**src/lcims_pkg.sv**
```systemverilog
// constants for the line channel interrupt mask and status block
package lcims_pkg;

  localparam int unsigned LCIMS_ADR_W = 8;
  localparam int unsigned LCIMS_DAT_W = 32;
  localparam int unsigned LCIMS_REG_W = 8;
  localparam int unsigned LCIMS_LVL_N = 11;

  // word offsets of the register file
  localparam logic [7:0] LCIMS_OFF_MASK0 = 8'h00;
  localparam logic [7:0] LCIMS_OFF_MASK1 = 8'h04;
  localparam logic [7:0] LCIMS_OFF_MASK2 = 8'h08;
  localparam logic [7:0] LCIMS_OFF_CONDITION_STATUS_0 = 8'h0C;
  localparam logic [7:0] LCIMS_OFF_STAT1 = 8'h10;
  localparam logic [7:0] LCIMS_OFF_INTS0 = 8'h14;
  localparam logic [7:0] LCIMS_OFF_INTS1 = 8'h18;
  localparam logic [7:0] LCIMS_OFF_INTS2 = 8'h1C;
  localparam logic [7:0] LCIMS_OFF_EDGE  = 8'h20;

  // implemented bits; every other position reads zero
  localparam logic [7:0] LCIMS_IMPL0 = 8'hFF;
  localparam logic [7:0] LCIMS_IMPL1 = 8'hE3;
  localparam logic [7:0] LCIMS_IMPL2 = 8'h3F;
  localparam logic [7:0] LCIMS_CONDITION_STATUS_0_IMPL = 8'h9F;
  localparam logic [7:0] LCIMS_EDGE_IMPL  = 8'h7F;

  // reset values: masks block everything, status and flags clear
  localparam logic [7:0] LCIMS_MASK_RST = 8'hFF;
  localparam logic [7:0] LCIMS_ZERO_RST = 8'h00;

  // status 0 and interrupt status 0 bit positions
  localparam int unsigned LCIMS_B_AUTOLP = 7;
  localparam int unsigned LCIMS_B_AMP    = 7;
  localparam int unsigned LCIMS_B_TJA    = 6;
  localparam int unsigned LCIMS_B_RJA    = 5;
  localparam int unsigned LCIMS_B_TOC    = 4;
  localparam int unsigned LCIMS_B_TCK    = 3;
  localparam int unsigned LCIMS_B_TLOS   = 2;
  localparam int unsigned LCIMS_B_SLOS   = 1;
  localparam int unsigned LCIMS_B_LLOS   = 0;

  // status 1 and interrupt status 1 bit positions
  localparam int unsigned LCIMS_B_SAIS = 7;
  localparam int unsigned LCIMS_B_LAIS = 6;
  localparam int unsigned LCIMS_B_PA   = 5;
  localparam int unsigned LCIMS_B_IBA  = 1;
  localparam int unsigned LCIMS_B_IBD  = 0;

  // edge select bit positions
  localparam int unsigned LCIMS_E_AIS = 6;
  localparam int unsigned LCIMS_E_PA  = 5;
  localparam int unsigned LCIMS_E_TOC = 4;
  localparam int unsigned LCIMS_E_TCK = 3;
  localparam int unsigned LCIMS_E_TLOS = 2;
  localparam int unsigned LCIMS_E_LOS = 1;
  localparam int unsigned LCIMS_E_IB  = 0;

endpackage

```
**src/lcims_top.sv**
```systemverilog
// per-channel interrupt masks, condition status and interrupt flags
// Function
// - mask bits are 0 to enable, 1 to block; all reset to 1
// - mask 0 bit 7 gates the transmit amplitude overflow interrupt
// - mask 0 bit 6 gates the transmit jitter FIFO interrupt
// - mask 0 bit 5 gates the receive jitter FIFO interrupt
// - mask 0 bit 4 gates the driver over-current interrupt
// - mask 0 bit 3 gates the transmit clock missing interrupt
// - mask 0 bits 2..0 gate transmit, system, line signal loss
// - mask 1 bit 7 gates the system alarm indication interrupt
// - mask 1 bit 6 gates the line alarm indication interrupt
// - mask 1 bit 5 gates the test pattern sync change interrupt
// - mask 2 bits 5 and 4 gate system and line bipolar violations
// - mask 2 bits 3 and 2 gate system and line excess zeros
// - mask 2 bit 1 gates the pattern bit error interrupt
// - mask 2 bit 0 gates the error counter overflow interrupt
// - status 0 bit 7 shows automatic loopback; zero after reset
// - status 0 bit 4 shows live driver over-current; zero after reset
// - status 0 bit 3 shows transmit clock missing; zero after reset
// - status 0 bit 2 shows transmit signal loss; zero after reset
// - status 0 bits 1, 0 show system and line loss; zero after reset
// - unmasked set flags drive the interrupt pin; writing 1 clears
// - status flags set on rising edge, or either edge when edge select is 1; event flags set while the input is high
`timescale 1ns/1ps
`default_nettype none
module lcims_top
  import lcims_pkg::*;
(
  input  wire logic                   clk_i,
  input  wire logic                   rst_i,
  input  wire logic                   ce_i,
  input  wire logic                   wb_cyc_i,
  input  wire logic                   wb_stb_i,
  input  wire logic                   wb_we_i,
  input  wire logic [LCIMS_ADR_W-1:0] wb_adr_i,
  input  wire logic [3:0]             wb_sel_i,
  input  wire logic [LCIMS_DAT_W-1:0] wb_dat_i,
  output logic      [LCIMS_DAT_W-1:0] wb_dat_o,
  output logic                        wb_ack_o,
  output logic                        irq_o,
  input  wire logic                   auto_loopback_i,
  input  wire logic                   driver_overcurrent_i,
  input  wire logic                   tx_clock_missing_i,
  input  wire logic                   tx_signal_loss_i,
  input  wire logic                   system_signal_loss_i,
  input  wire logic                   line_signal_loss_i,
  input  wire logic                   system_alarm_ind_i,
  input  wire logic                   line_alarm_ind_i,
  input  wire logic                   pattern_sync_i,
  input  wire logic                   inband_activate_i,
  input  wire logic                   inband_deactivate_i,
  input  wire logic                   amplitude_overflow_i,
  input  wire logic                   tx_jitter_fifo_i,
  input  wire logic                   rx_jitter_fifo_i,
  input  wire logic                   system_bipolar_violation_i,
  input  wire logic                   line_bipolar_violation_i,
  input  wire logic                   system_excess_zeros_i,
  input  wire logic                   line_excess_zeros_i,
  input  wire logic                   pattern_bit_error_i,
  input  wire logic                   error_counter_overflow_i
);

  function automatic logic [7:0] impl_of(input logic [1:0] idx);
    unique case (idx)
      2'd0:    impl_of = LCIMS_IMPL0;
      2'd1:    impl_of = LCIMS_IMPL1;
      default: impl_of = LCIMS_IMPL2;
    endcase
  endfunction

  function automatic logic edge_hit(input logic prev,
                                    input logic cur,
                                    input logic both);
    edge_hit = both ? (prev ^ cur) : (~prev & cur);
  endfunction

  logic [LCIMS_LVL_N-1:0] lvl_raw;
  logic [LCIMS_LVL_N-1:0] lvl_s1;
  logic [LCIMS_LVL_N-1:0] lvl_s2;
  logic [7:0]             mask [3];
  logic [7:0]             flag [3];
  logic [7:0]             set_v [3];
  logic [7:0]             clr_v [3];
  logic [7:0]             edge_sel;
  logic [7:0]             condition_status_0;
  logic [7:0]             stat1;
  logic [7:0]             prev0;
  logic [7:0]             prev1;
  logic [7:0]             both0;
  logic [7:0]             both1;
  logic [7:0]             hit0;
  logic [7:0]             hit1;
  logic [7:0]             rd_byte;
  logic                   req;
  logic                   wr_go;
  logic                   next_irq;

  assign lvl_raw = {auto_loopback_i, driver_overcurrent_i,
                    tx_clock_missing_i, tx_signal_loss_i,
                    system_signal_loss_i, line_signal_loss_i,
                    system_alarm_ind_i, line_alarm_ind_i,
                    pattern_sync_i, inband_activate_i,
                    inband_deactivate_i};

  // detector levels come from other clock regions
  always_ff @(posedge clk_i) begin
    if (rst_i) begin
      lvl_s1 <= '0;
      lvl_s2 <= '0;
    end else if (ce_i) begin
      lvl_s1 <= lvl_raw;
      lvl_s2 <= lvl_s1;
    end
  end

  assign condition_status_0 = {lvl_s2[10], 2'b00, lvl_s2[9:5]};
  assign stat1 = {lvl_s2[4:2], 3'b000, lvl_s2[1:0]};

  always_ff @(posedge clk_i) begin
    if (rst_i) begin
      prev0 <= LCIMS_ZERO_RST;
      prev1 <= LCIMS_ZERO_RST;
    end else if (ce_i) begin
      prev0 <= condition_status_0;
      prev1 <= stat1;
    end
  end

  // one edge-select bit may cover a pair of flags
  always_comb begin
    both0 = '0;
    both1 = '0;
    both0[LCIMS_B_TOC]  = edge_sel[LCIMS_E_TOC];
    both0[LCIMS_B_TCK]  = edge_sel[LCIMS_E_TCK];
    both0[LCIMS_B_TLOS] = edge_sel[LCIMS_E_TLOS];
    both0[LCIMS_B_SLOS] = edge_sel[LCIMS_E_LOS];
    both0[LCIMS_B_LLOS] = edge_sel[LCIMS_E_LOS];
    both1[LCIMS_B_SAIS] = edge_sel[LCIMS_E_AIS];
    both1[LCIMS_B_LAIS] = edge_sel[LCIMS_E_AIS];
    both1[LCIMS_B_PA]   = edge_sel[LCIMS_E_PA];
    both1[LCIMS_B_IBA]  = edge_sel[LCIMS_E_IB];
    both1[LCIMS_B_IBD]  = edge_sel[LCIMS_E_IB];
  end

  genvar g;
  generate
    for (g = 0; g < 8; g++) begin : g_edge
      assign hit0[g] = edge_hit(prev0[g], condition_status_0[g], both0[g]);
      assign hit1[g] = edge_hit(prev1[g], stat1[g], both1[g]);
    end
  endgenerate

  // loopback has no flag, so bit 7 of flag 0 is amplitude overflow
  always_comb begin
    set_v[0] = {amplitude_overflow_i, tx_jitter_fifo_i,
                rx_jitter_fifo_i, hit0[4:0]};
    set_v[1] = hit1 & LCIMS_IMPL1;
    set_v[2] = {2'b00, system_bipolar_violation_i,
                line_bipolar_violation_i, system_excess_zeros_i,
                line_excess_zeros_i, pattern_bit_error_i,
                error_counter_overflow_i};
  end

  // register bus: answer one cycle after the request, write on ack
  assign req   = wb_cyc_i & wb_stb_i;
  assign wr_go = req & wb_we_i & wb_ack_o & wb_sel_i[0];

  always_ff @(posedge clk_i) begin
    if (rst_i) begin
      wb_ack_o <= 1'b0;
    end else if (ce_i) begin
      wb_ack_o <= req & ~wb_ack_o;
    end
  end

  always_comb begin
    unique case (wb_adr_i)
      LCIMS_OFF_MASK0: rd_byte = mask[0];
      LCIMS_OFF_MASK1: rd_byte = mask[1];
      LCIMS_OFF_MASK2: rd_byte = mask[2];
      LCIMS_OFF_CONDITION_STATUS_0: rd_byte = condition_status_0;
      LCIMS_OFF_STAT1: rd_byte = stat1;
      LCIMS_OFF_INTS0: rd_byte = flag[0];
      LCIMS_OFF_INTS1: rd_byte = flag[1];
      LCIMS_OFF_INTS2: rd_byte = flag[2];
      LCIMS_OFF_EDGE:  rd_byte = edge_sel;
      default:         rd_byte = LCIMS_ZERO_RST;
    endcase
  end

  // read data is latched at the request edge and held with ack
  always_ff @(posedge clk_i) begin
    if (rst_i) begin
      wb_dat_o <= '0;
    end else if (ce_i && req && !wb_ack_o) begin
      wb_dat_o <= {{(LCIMS_DAT_W-LCIMS_REG_W){1'b0}}, rd_byte};
    end
  end

  always_ff @(posedge clk_i) begin
    if (rst_i) begin
      for (int i = 0; i < 3; i++) begin
        mask[i] <= LCIMS_MASK_RST & impl_of(2'(i));
      end
    end else if (ce_i && wr_go) begin
      if (wb_adr_i == LCIMS_OFF_MASK0) begin
        mask[0] <= wb_dat_i[7:0] & LCIMS_IMPL0;
      end
      if (wb_adr_i == LCIMS_OFF_MASK1) begin
        mask[1] <= wb_dat_i[7:0] & LCIMS_IMPL1;
      end
      if (wb_adr_i == LCIMS_OFF_MASK2) begin
        mask[2] <= wb_dat_i[7:0] & LCIMS_IMPL2;
      end
    end
  end

  always_ff @(posedge clk_i) begin
    if (rst_i) begin
      edge_sel <= LCIMS_ZERO_RST;
    end else if (ce_i && wr_go && wb_adr_i == LCIMS_OFF_EDGE) begin
      edge_sel <= wb_dat_i[7:0] & LCIMS_EDGE_IMPL;
    end
  end

  always_comb begin
    clr_v[0] = '0;
    clr_v[1] = '0;
    clr_v[2] = '0;
    if (wr_go) begin
      if (wb_adr_i == LCIMS_OFF_INTS0) clr_v[0] = wb_dat_i[7:0];
      if (wb_adr_i == LCIMS_OFF_INTS1) clr_v[1] = wb_dat_i[7:0];
      if (wb_adr_i == LCIMS_OFF_INTS2) clr_v[2] = wb_dat_i[7:0];
    end
  end

  // write one clears
  // a new event in the clearing cycle wins, so none is lost
  always_ff @(posedge clk_i) begin
    if (rst_i) begin
      for (int i = 0; i < 3; i++) begin
        flag[i] <= LCIMS_ZERO_RST;
      end
    end else if (ce_i) begin
      for (int i = 0; i < 3; i++) begin
        flag[i] <= ((flag[i] & ~clr_v[i]) | set_v[i]) & impl_of(2'(i));
      end
    end
  end

  assign next_irq = |(flag[0] & ~mask[0]) | |(flag[1] & ~mask[1])
                  | |(flag[2] & ~mask[2]);

  always_ff @(posedge clk_i) begin
    if (rst_i) begin
      irq_o <= 1'b0;
    end else if (ce_i) begin
      irq_o <= next_irq;
    end
  end
endmodule
`default_nettype wire
```
**config.mk**
```make
export PLATFORM = sky130hd
export DESIGN_NAME = lcims_top
export DESIGN_NICKNAME = d
export VERILOG_FILES = /design/src/lcims_pkg.sv /design/src/lcims_top.sv
export SDC_FILE = /design/constraint.sdc
export NUM_CORES = 1
export LEC_CHECK = 0
export ABC_CLOCK_PERIOD_IN_PS = 4460
export BUFFER_PORTS_ARGS = -buffer_cell sky130_fd_sc_hd__buf_4
export CAP_MARGIN = 20
export CELL_PAD_IN_SITES_DETAIL_PLACEMENT = 1
export CELL_PAD_IN_SITES_GLOBAL_PLACEMENT = 2
export CORE_AREA = 2 2 114 116
export CTS_BUF_LIST = sky130_fd_sc_hd__clkbuf_4
export DETAILED_ROUTE_END_ITERATION = 16
export DIE_AREA = 0 0 116 118
export PLACE_DENSITY_LB_ADDON = 0.1
export SLEW_MARGIN = 20
export SYNTH_ARGS = -nofsm -noshare
export SYNTH_HDL_FRONTEND = slang
export SYNTH_SLANG_ARGS = --single-unit
```
**constraint.sdc**
```tcl
create_clock -name clk_i -period 4.46 [get_ports clk_i]
set_clock_uncertainty 0.1 [all_clocks]
set_input_delay 0.892 -clock clk_i [delete_from_list [all_inputs] [get_ports clk_i]]
set_output_delay 0.892 -clock clk_i [all_outputs]
set_load 0.01 [all_outputs]
```
* Word-level counts from Yosys, hierarchy flattened
Memories as Yosys holds them, arrays and structs flattened. Cells that the tools add are included.
Storage, ports and cells: flip-flop bits (word level) 49, output and inout bits 34, bits in writable memories 48, memories kept 2
Cells by class: multiplexer cells 47, bitwise operators 62, reductions and logical operators 9, equal/unequal tests 8
Memories:
- flag | words 3, width 8, read ports 3, clocked after Yosys merged registers in 0, write ports 3, line lcims_top.sv:81 | logic [7:0] flag [3];
- mask | words 3, width 8, read ports 3, clocked after Yosys merged registers in 0, write ports 3, line lcims_top.sv:80 | logic [7:0] mask [3];
Operator list (count):
- $mux 8 | 18
- $and 8x8->8 | 9
- $pmux 8 s9 | 1
- $not 8->8 | 6
- $eq 8x5->1 const B | 4
- $mux 1 | 27
- $mux 24 | 1
- $reduce_or 8->1 | 3
- $eq 8x4->1 const B | 2
- $or 8x8->8 | 2
- $and 1x1->1 | 15
- $not 1->1 | 11
- $xor 1x1->1 | 10
- $eq 8x3->1 const B | 1
- $eq 8x6->1 const B | 1
- $logic_not 8->1 | 1
- $or 1x1->1 | 8
- $or 8x6->8 | 1
- $logic_and 1x1->1 | 4
- $logic_not 1->1 | 1

* Logic depth before layout (Yosys ltp)
Gate-level depths: netlist of run 1.
depth in word-level cells 10, mapped depth 7

* Worst setup path before layout of run 1
OpenSTA, ideal clock, no wires.
path type input to register, start input wb_adr_i[4], end memory mask[2][4] (netlist: mask[0][20]), data pin, library setup time 0.262 ns, data arrival time 2.336 ns, stages on the path 5, buffers on the path 1, path slack 1.761 ns, cells stage by stage buf_6 > nor4_1 > nand2_1 > nor3_1 > or2b_1
RTL lines:
- start, declared | line lcims_top.sv:35 | input wire logic [LCIMS_ADR_W-1:0] wb_adr_i,
- end, declared | line lcims_top.sv:80

* Final worst setup path of run 1
start input wb_adr_i[3], end register edge_sel[1]
On the way: word-level cells in the longest chain between the ends 2
Ends and longest elaborated chain:
- $eq 8x6->1 | line lcims_top.sv:221 | end else if (ce_i && wr_go && wb_adr_i == LCIMS_OFF_EDGE) begin
- $logic_and 1x1->1 | line lcims_top.sv:221
- end signal, assigned | line lcims_top.sv:222 | edge_sel <= wb_dat_i[7:0] & LCIMS_EDGE_IMPL;
- end, declared | line lcims_top.sv:84 | logic [7:0] edge_sel;
Every way passes these cells. A chain may end at the register's enable or synchronous reset.

==> results of run 1 <==
==> state kept, by name (all words and copies together), names as in the netlist <==
register and flops:
edge_sel 7, wb_ack_o 1, wb_dat_o 8, mask 19
lvl_s1 11, prev1 5, prev0 5, flag 19
irq_o 1, lvl_s2 11
==> worst max-delay path: cells and delay by family <==
family,cells,cell delay (ns)
AND/OR/NAND/NOR,4,1.66
buffers and inverters,1,0.21
multiplexers,1,0.23
==> cells in the mapped netlist (7+ instances only) <==
master	number	share of area [%]
a31oi_1	7	0.97
o22ai_1	9	1.3
nor2_1	83	6.9
edfxtp_1	38	25
ha_1	10	2.8
nand2b_1	10	1.4
buf_4	24	4.0
nand2_1	22	1.8
clkbuf_1	9	0.75
inv_1	37	3.1
o21ai_0	14	1.6
a21oi_1	28	3.1
mux2i_1	51	11
dfxtp_1	49	22
==> routing by layer <==
layer / vias up / wire length, um
met1: 1670 / 6010
met3: 10 / 543
met2: 78 / 6020
li1: 1707 / -
met5: - / 0
met4: 0 / 124
==> power breakdown <==
part,total [uW],leakage [uW],internal (uW),switching (uW)
clock,460,0.0000775,176,284
sequential,880,0.000744,858,21.1
combinational,178,0.00117,72.2,106
total,1520,0.00200,1110,411
==> cells in the final DEF, fill, tap and decap left out, types with 4 or more instances in the layout <==
master,Yosys,final
o21ai_0,14,14
edfxtp_1,38,38
inv_1,37,37
nand2b_1,10,10
o22ai_1,9,9
ha_1,10,10
mux2i_1,51,51
nand3_1,5,5
nor3_1,5,5
nand2_1,22,22
o21ai_1,4,4
nor2_1,83,83
a22oi_1,4,4
buf_4,24,55
dfxtp_1,49,49
a21oi_1,28,28
clkbuf_4,0,10
a31oi_1,7,7
nor2b_1,5,5
conb_1,1,24
==> path summary, 6_finish.rpt <==
| path | slack (ns) | cells after the start | from | end |
|---|---|---|---|---|
| min reg2reg | 0.36 | 2 | wb_dat_o[5] | wb_dat_o[5] |
| min | 0.36 | 2 | wb_dat_o[5] | wb_dat_o[5] |
| max reg2reg | 2.09 | 4 | wb_ack_o | mask[0][3] |
| max | 1.70 | 6 | wb_adr_i[3] | edge_sel[1] |
==> cell type report <==
type,count,share of cell area (%)
multi-input combinational,328,40.5
timing repair buffer,55,8.13
inverter,37,2.74
clock inverter,5,1.13
clock buffer,10,1.48
tap,172,4.24
sequential,87,41.8
==> per-stage QoR <==
stage	utilization, %	std cells
6_report	40.9	694
5_1_grt	40.9	694
4_1_cts	40.9	694
3_5_place_dp	39.8	679
3_3_place_gp	39.8	679
2_1_floorplan	-	494
==> kinds of logic (layout without fill, tap and decap cells) <==
logic type | after synthesis | in the layout
AO/OA/AOI/OAI | 85 | 85
adder cells (fa/ha/maj) | 10 | 10
buffers and inverters | 79 | 107
flip-flops | 87 | 87
multiplexers | 53 | 53
other | 1 | 24
AND/OR/NAND/NOR | 156 | 156
==> results.cfg, run 1 <==
[synth]
synth.avg_cell_area_um2 = 9.55
yosysSeqAreaShare_pct = 47.2
ys_types = 55
yosys.area_share.adder_pct = 2.78
synth_cells = 471
synth_top_family_by_area = simple AND/OR/NAND/NOR gates
synth-simple-area-share_pct = 17.2
synth-seq-cells = 87
synth_mux_area_share_pct = 11.9
syn_area_mm2 = 0.00450
synthFlopType = dfxtp_1
synth_xor_area_share_pct = 0
synth_compound_area_share_pct = 11.9
synth_warnings = 0
synth_edf_count = 38
async_flop_share_pct = 0

[clocking]
cts_tree = built
insertion_delay_ns = 0.48
cts_buffer_depth = 2
cts_resized = 0
clkTransAtPathRegs_ns = 0.13
postCtsHoldBufs = 0
cts_sinks = 87
htree_levels = 3
post_cts.repair.setup_buffers = 0
cts_root_buffer = clkbuf_4
numCtsBuffers = 9

[floorplan]
fp.dieH_um = 118
start_util_pct = 36.2
coreArea_mm2 = 0.0124
fp.dieArea_mm2 = 0.0137
fp-row-count = 41
ios = 104
die_x_um = 116

[timing]
tightest_slew_ns = 0.997
tns_ns = 0
period_share_pct = 62.0
setup_slack_ns = 1.70
drv_slew = 0
hold_viol_final = 0
setup_violations = 0
whs_ns = 0.355
rsz0062_at_grt = no
fmax_mhz = 362
finalCriticalPeriod_ns = 2.76
slew_headroom_pct = 33.4

[worst_hold_path]
hold_path_class = reg2reg

[layout]
fillers = 1463
multi_input_area_mm2 = 0.00206
postLayoutCellArea_mm2 = 0.00508
seq_area_mm2 = 0.00212
syn_to_final_growth_pct = 12.9
drive_gt1_share_pct = 16.3
num_antenna_cells = 0
layout.nets = 598

[global_route]
gr-usage-met3_pct = 4.58
antenna_found_initial = 0
grt_overflow_total = 0
met2_usage_pct = 31.3
use_met1_pct = 26.8
grt_start_max_net_pins = 52
grt_busiest_layer = met2
grt_usage_pct = 19.6
grt_pass1_vias = 3453
grt_pass1_wl_um = 20100

[place]
gp_congestion = 0.862
io_buffers = 52
dp_hpwl_um = 9330
placed_area_mm2 = 0.00494
dp_slack_ns = 1.18

[worst_setup_path]
cp_slowest_cell = or4_4
cp.arrival_ns = 3.00
crit_path_max_fanout = 23
crit_type = in2reg
max_stage_delay_ns = 0.56
critPathRequiredTime_ns = 4.70
start_kind = input pin
cp_cell_sequence = buf_4 -> or4_4 -> nor4_4 -> and3_2 -> mux2i_1 -> nor2_1
cp-end-kind = register

[outcome]
status = complete, no violations

[run]
max-cap-violations = 0

[pwr]
finalPower_uw = 1520
leakage_uw = 0.00200
p_per_area_mw_per_mm2 = 299
vdd_ir_drop_max_mv = 0.176

[route]
drtIter0Drc = 140
via_count = 3465
drc_errors = 0
ant_nets = 0
routed_wl_um = 12700
via_per_inst = 4.99
drt_first_pass_iters = 4
routedWlPerCell_um = 18.3
No activity file was read; power rests on OpenSTA's default activity.
==> inputs of run 2 (changes only) <==
--- a/config.mk
+++ b/config.mk
@@ -5,15 +5,15 @@
 export SDC_FILE = /design/constraint.sdc
 export NUM_CORES = 1
 export LEC_CHECK = 0
-export ABC_CLOCK_PERIOD_IN_PS = 4460
+export ABC_CLOCK_PERIOD_IN_PS = 2650
 export BUFFER_PORTS_ARGS = -buffer_cell sky130_fd_sc_hd__buf_4
 export CAP_MARGIN = 20
 export CELL_PAD_IN_SITES_DETAIL_PLACEMENT = 1
 export CELL_PAD_IN_SITES_GLOBAL_PLACEMENT = 2
-export CORE_AREA = 2 2 114 116
+export CORE_AREA = 2 2 119 121
 export CTS_BUF_LIST = sky130_fd_sc_hd__clkbuf_4
 export DETAILED_ROUTE_END_ITERATION = 16
-export DIE_AREA = 0 0 116 118
+export DIE_AREA = 0 0 121 123
 export PLACE_DENSITY_LB_ADDON = 0.1
 export SLEW_MARGIN = 20
 export SYNTH_ARGS = -nofsm -noshare
==> constraint.sdc (replaced) <==
create_clock -name clk_i -period 2.65 [get_ports clk_i]
set_clock_uncertainty 0.1 [all_clocks]
set_input_delay 0.53 -clock clk_i [delete_from_list [all_inputs] [get_ports clk_i]]
set_output_delay 0.53 -clock clk_i [all_outputs]
set_load 0.01 [all_outputs]
==> results.cfg, run 2 (synthesis results as in run 1) <==
[outcome]
status = complete, no violations

[layout]
fillers = 1586
reg_top3 = flag: 19 flops, mask: 19 flops
layout_common_cells = 83 x nor2_1, 76 x buf_4, 51 x mux2i_1, 49 x dfxtp_1, 38 x edfxtp_1
num_antenna_cells = 0
final_common_cell = nor2_1
layoutNonFillerInstCount = 725
syn_to_final_growth_pct = 16.4
final_core_util_pct = 38.5
drive_gt1_share_pct = 19.1
layout.nets = 620

[timing]
fmax_mhz = 489
rsz0062_at_grt = no
tns_ns = 0
finalCriticalPeriod_ns = 2.04
period_share_pct = 77.1
tightest_slew_ns = 0.625
setup_slack_ns = 0.606
slew_headroom_pct = 58.4
hold_viol_final = 0
setup_violations = 0
drv_slew = 0

[clocking]
cts_root_buffer = clkbuf_4
htree_levels = 3
cts_resized = 0
clkTransAtPathRegs_ns = 0.14
postCtsHoldBufs = 0
cts_tree = built
post_cts.repair.setup_buffers = 0
cts_sinks = 87
numCtsBuffers = 9
cts_buffer_depth = 2
insertion_delay_ns = 0.47

[global_route]
grt_pass1_vias = 3605
grt_pass1_wl_um = 20800
grt_usage_pct = 19.0
grt_start_max_net_pins = 29
antenna_found_initial = 0
grt_overflow_total = 0

[worst_setup_path]
cp_slowest_cell = dfxtp_1
timing.rr.end = mask[0][20]
max_stage_delay_ns = 0.42
critPathRequiredTime_ns = 2.78
cp-startpoint = wb_ack_o
rr_startpoint = wb_ack_o
r2r_cells = 6
reg2reg_setup_slack_ns = 0.61
crit_path_max_fanout = 8
cp_cell_sequence = nand3_1 -> nor2_1 -> inv_1 -> nor3_1 -> buf_4 -> or2b_1
cp-end-kind = register
start_kind = register
cp.arrival_ns = 2.18
crit_end = mask[0][20]
crit_type = reg2reg

[pwr]
p_clk_share_pct = 27.1
leakage_uw = 0.00209
p_switching_uw = 696
pwr-share-comb_pct = 12.9
p_per_area_mw_per_mm2 = 471
swShare_pct = 28.2
vdd_ir_drop_max_mv = 0.264
p_seq_share_pct = 60.0
finalPower_uw = 2460
internal_power_uw = 1770

[run]
max-cap-violations = 0

[route]
drc_errors = 0
drt_first_pass_iters = 4
via_per_inst = 4.96
ant_nets = 0
drtIter0Drc = 162
via_count = 3593
routed_wl_um = 13400
routedWlPerCell_um = 18.4

[worst_hold_path]
hold_path_class = in2reg

[floorplan]
fp-row-count = 43
fp.dieArea_mm2 = 0.0149
ios = 104
start_util_pct = 33.0
coreArea_mm2 = 0.0136
fp.dieH_um = 123
die_x_um = 121

[place]
gp_congestion = 0.883
dp.cells = 709
dp_hpwl_um = 9950
io_buffers = 52
dp_slack_ns = 0.165
## run 2: cell types whose count changed in the layout (fill, tap and decap cells not counted), sizes merged
cell    previous run  this run
inv               40        38
clkinv             1         5
buf               55        77
bufinv             1         0
## run 2: metrics by stage
step,hold WS [ns],cell area (um^2)
2_1_floorplan,0.360,4580
3_3_place_gp,0.338,5130
3_5_place_dp,0.346,5130
4_1_cts,0.166,5230
5_1_grt,0.172,5230
6_report,0.200,5230
## run 2: how the worst min path moves through the flow
stage                         start          end  slack [ns]  cells past startpoint
6_report          inband_activate_i    lvl_s1[1]        0.20                      3
5_1_grt        driver_overcurrent_i    lvl_s1[9]        0.17                      3
4_1_cts           inband_activate_i    lvl_s1[1]        0.17                      3
3_5_place_dp            wb_dat_o[3]  wb_dat_o[3]        0.35                      2
3_3_place_gp            wb_dat_o[4]  wb_dat_o[4]        0.34                      2
2_1_floorplan             lvl_s1[0]    lvl_s1[0]        0.36                      2
## run 2: critical path: cells and delay by family (launching register included)
kind	cells	cell delay [ns]
simple gates	4	0.98
flops	1	0.42
buf+inv	2	0.33
## run 2: area by class of cell
cell class | count | area, um^2 | area share, %
inverter | 37 | 139 | 2.65
clock buffer | 10 | 75.1 | 1.43
multi-input combinational | 328 | 2060 | 39.3
clock inverter | 6 | 26.3 | 0.502
timing repair buffer | 77 | 591 | 11.3
tap | 180 | 225 | 4.30
sequential | 87 | 2120 | 40.5
## run 2: power groups by stage
stage | sequential (uW) | combinational (uW) | clock (uW)
2_1_floorplan | 1500 | 209 | 0
3_3_place_gp | 1510 | 312 | 0
3_5_place_dp | 1510 | 320 | 0
4_1_cts | 1480 | 322 | 697
5_1_grt | 1490 | 354 | 759
6_report | 1480 | 318 | 667
## run 2: per-layer routing
metal  share of wire [%]  global-route usage [%]
met1                  47                    26.2
met2                  46                    30.0
met3                 4.9                    2.58
met4                 1.6                    7.78
met5                   0                       0
==> inputs of run 3 (changes only) <==
--- a/config.mk
+++ b/config.mk
@@ -5,15 +5,16 @@
 export SDC_FILE = /design/constraint.sdc
 export NUM_CORES = 1
 export LEC_CHECK = 0
-export ABC_CLOCK_PERIOD_IN_PS = 2650
+export ABC_AREA = 1
+export ABC_CLOCK_PERIOD_IN_PS = 1650
 export BUFFER_PORTS_ARGS = -buffer_cell sky130_fd_sc_hd__buf_4
 export CAP_MARGIN = 20
 export CELL_PAD_IN_SITES_DETAIL_PLACEMENT = 1
 export CELL_PAD_IN_SITES_GLOBAL_PLACEMENT = 2
-export CORE_AREA = 2 2 119 121
+export CORE_AREA = 2 2 126 128
 export CTS_BUF_LIST = sky130_fd_sc_hd__clkbuf_4
 export DETAILED_ROUTE_END_ITERATION = 16
-export DIE_AREA = 0 0 121 123
+export DIE_AREA = 0 0 128 130
 export PLACE_DENSITY_LB_ADDON = 0.1
 export SLEW_MARGIN = 20
 export SYNTH_ARGS = -nofsm -noshare
==> constraint.sdc (replaced) <==
create_clock -name clk_i -period 1.65 [get_ports clk_i]
set_clock_uncertainty 0.1 [all_clocks]
set_input_delay 0.33 -clock clk_i [delete_from_list [all_inputs] [get_ports clk_i]]
set_output_delay 0.33 -clock clk_i [all_outputs]
set_load 0.01 [all_outputs]
==> results.cfg, run 3 <==
[timing]
hold_viol_final = 0
rsz0062_at_grt = no
setup_violations = 0
period_share_pct = 94.5
drv_slew = 0
finalCriticalPeriod_ns = 1.56
setup_slack_ns = 0.0913
whs_ns = 0.0408
fmax_mhz = 642

[worst_setup_path]
cp.arrival_ns = 1.67
crit_type = reg2reg
rr_startpoint = wb_ack_o
start_kind = register
crit_path_max_fanout = 8
cp-end-kind = register
max_stage_delay_ns = 0.38
cp-startpoint = wb_ack_o
critPathRequiredTime_ns = 1.76
cp_cell_sequence = nand3_4 -> nor2_8 -> nand2_4 -> a311oi_4 -> buf_12 -> nand2_1
cp_slowest_cell = dfxtp_2

[synth]
synth.avg_cell_area_um2 = 8.25
ys_top_cells_by_area = edfxtp_1 26%, dfxtp_1 23%, nand2_1 8.1%
yosysSeqAreaShare_pct = 48.8
ys_types = 28
synthFlopType = dfxtp_1
synth-seq-cells = 87
syn_area_mm2 = 0.00435
synth_edf_count = 38
synth_top_cell_area_share_pct = 26.2
async_flop_share_pct = 0
yosysTopAreaCell = edfxtp_1
synth_warnings = 0
yosys-top-cells-count = 94 x nand2_1, 85 x inv_1, 56 x o21ai_0
synth_cells = 527
yosysMostFrequentCell = nand2_1

[clocking]
cts_tree = built
cts_sinks = 87
clkTransAtPathRegs_ns = 0.15
cts_buffer_depth = 2
insertion_delay_ns = 0.46
post_cts.repair.setup_buffers = 0
htree_levels = 3
numCtsBuffers = 9
cts_root_buffer = clkbuf_4

[route]
ant_nets = 0
routedWlPerCell_um = 16.6
drc_errors = 0
drt_first_pass_iters = 4
via_count = 3766
via_per_inst = 4.56
drtIter0Drc = 115
routed_wl_um = 13700

[global_route]
grt_start_max_net_pins = 51
grt_overflow_total = 0
grt_pass1_wl_um = 21500
grt_pass1_vias = 3781
antenna_found_initial = 1
grt_usage_pct = 17.3

[layout]
layout.nets = 708
final_common_cell = nand2_1
layout_common_cells = 93 x nand2_1, 85 x inv_1, 85 x buf_4, 52 x o21ai_0, 48 x dfxtp_1
drive_gt1_share_pct = 21.0
syn_to_final_growth_pct = 26.8
reg_top3 = flag: 19 flops, mask: 19 flops
final_core_util_pct = 35.8

[place]
gp_congestion = 0.844
io_buffers = 52
dp_slack_ns = -0.235
dp_hpwl_um = 10300

[pwr]
p_per_area_mw_per_mm2 = 771
finalPower_uw = 4250
vdd_ir_drop_max_mv = 0.343
leakage_uw = 0.00227

[floorplan]
fp.dieH_um = 130
ios = 104
coreArea_mm2 = 0.0154
fp-row-count = 46
die_x_um = 128
fp.dieArea_mm2 = 0.0166
start_util_pct = 28.2

[run]
max-cap-violations = 0

[worst_hold_path]
hold_path_class = in2reg
min_from = wb_dat_i[3]

[outcome]
status = complete, no violations
run 3: worst paths after layout:
check                      to  slack (ns)  cells after the start
setup reg to reg   mask[0][8]        0.09                      6
setup / recovery   mask[0][8]        0.09                      6
hold / removal    edge_sel[3]        0.04                      3
hold reg to reg         irq_o        0.38                      2
run 3: logic make-up after synthesis:
family / count (synthesis) / share of synthesized area, %
and+or+nand+nor: 172 / 18.3
DFF: 87 / 48.8
buffers and inverters: 127 / 13.4
adders and majority gates: 10 / 2.88
AOI/OAI and AO/OA: 130 / 16.6
other: 1 / 0.0862
run 3: metal layers:
layer	vias to the layer above	global-route usage [%]	wire length, um
li1	1899	-	-
met1	1769	23.3	6550
met2	81	28.1	6360
met3	17	2.71	519
met4	0	7.18	285
met5	-	0	0
run 3: metrics by stage:
step	cells	cell area (um^2)	setup TNS [ns]
finish	826	5520	0
global route	826	5520	0
CTS	825	5500	0
detailed placement	796	5210	-9.91
global placement	796	5210	-8.77
floorplan	550	4440	0
run 3: critical path, delay by kind of cell, from the launching register on:
family / cells / cell delay [ns]
AND/OR/NAND/NOR: 4 / 0.38
AO/OA/AOI/OAI: 1 / 0.26
buffers and inverters: 1 / 0.18
flip-flops: 1 / 0.38
run 3: timing repair:
action	CTS	global route
setup endpoints to repair	0	32
gates resized for setup	0	4
endpoints found under the hold margin	16	0
hold buffers	13	0
run 3: area by class of cell:
class	count	area [um^2]
Fill cell	1840	9910
Sequential cell	87	2120
Multi-Input combinational cell	336	1740
Timing Repair Buffer	105	908
Inverter	89	334
Tap cell	192	240
Clock inverter	7	95.1
Clock buffer	9	67.6
Antenna cell	1	2.50
run 3: power breakdown:
group | internal [uW] | switching, uW
sequential | 2320 | 39.6
clock | 618 | 820
combinational | 194 | 267
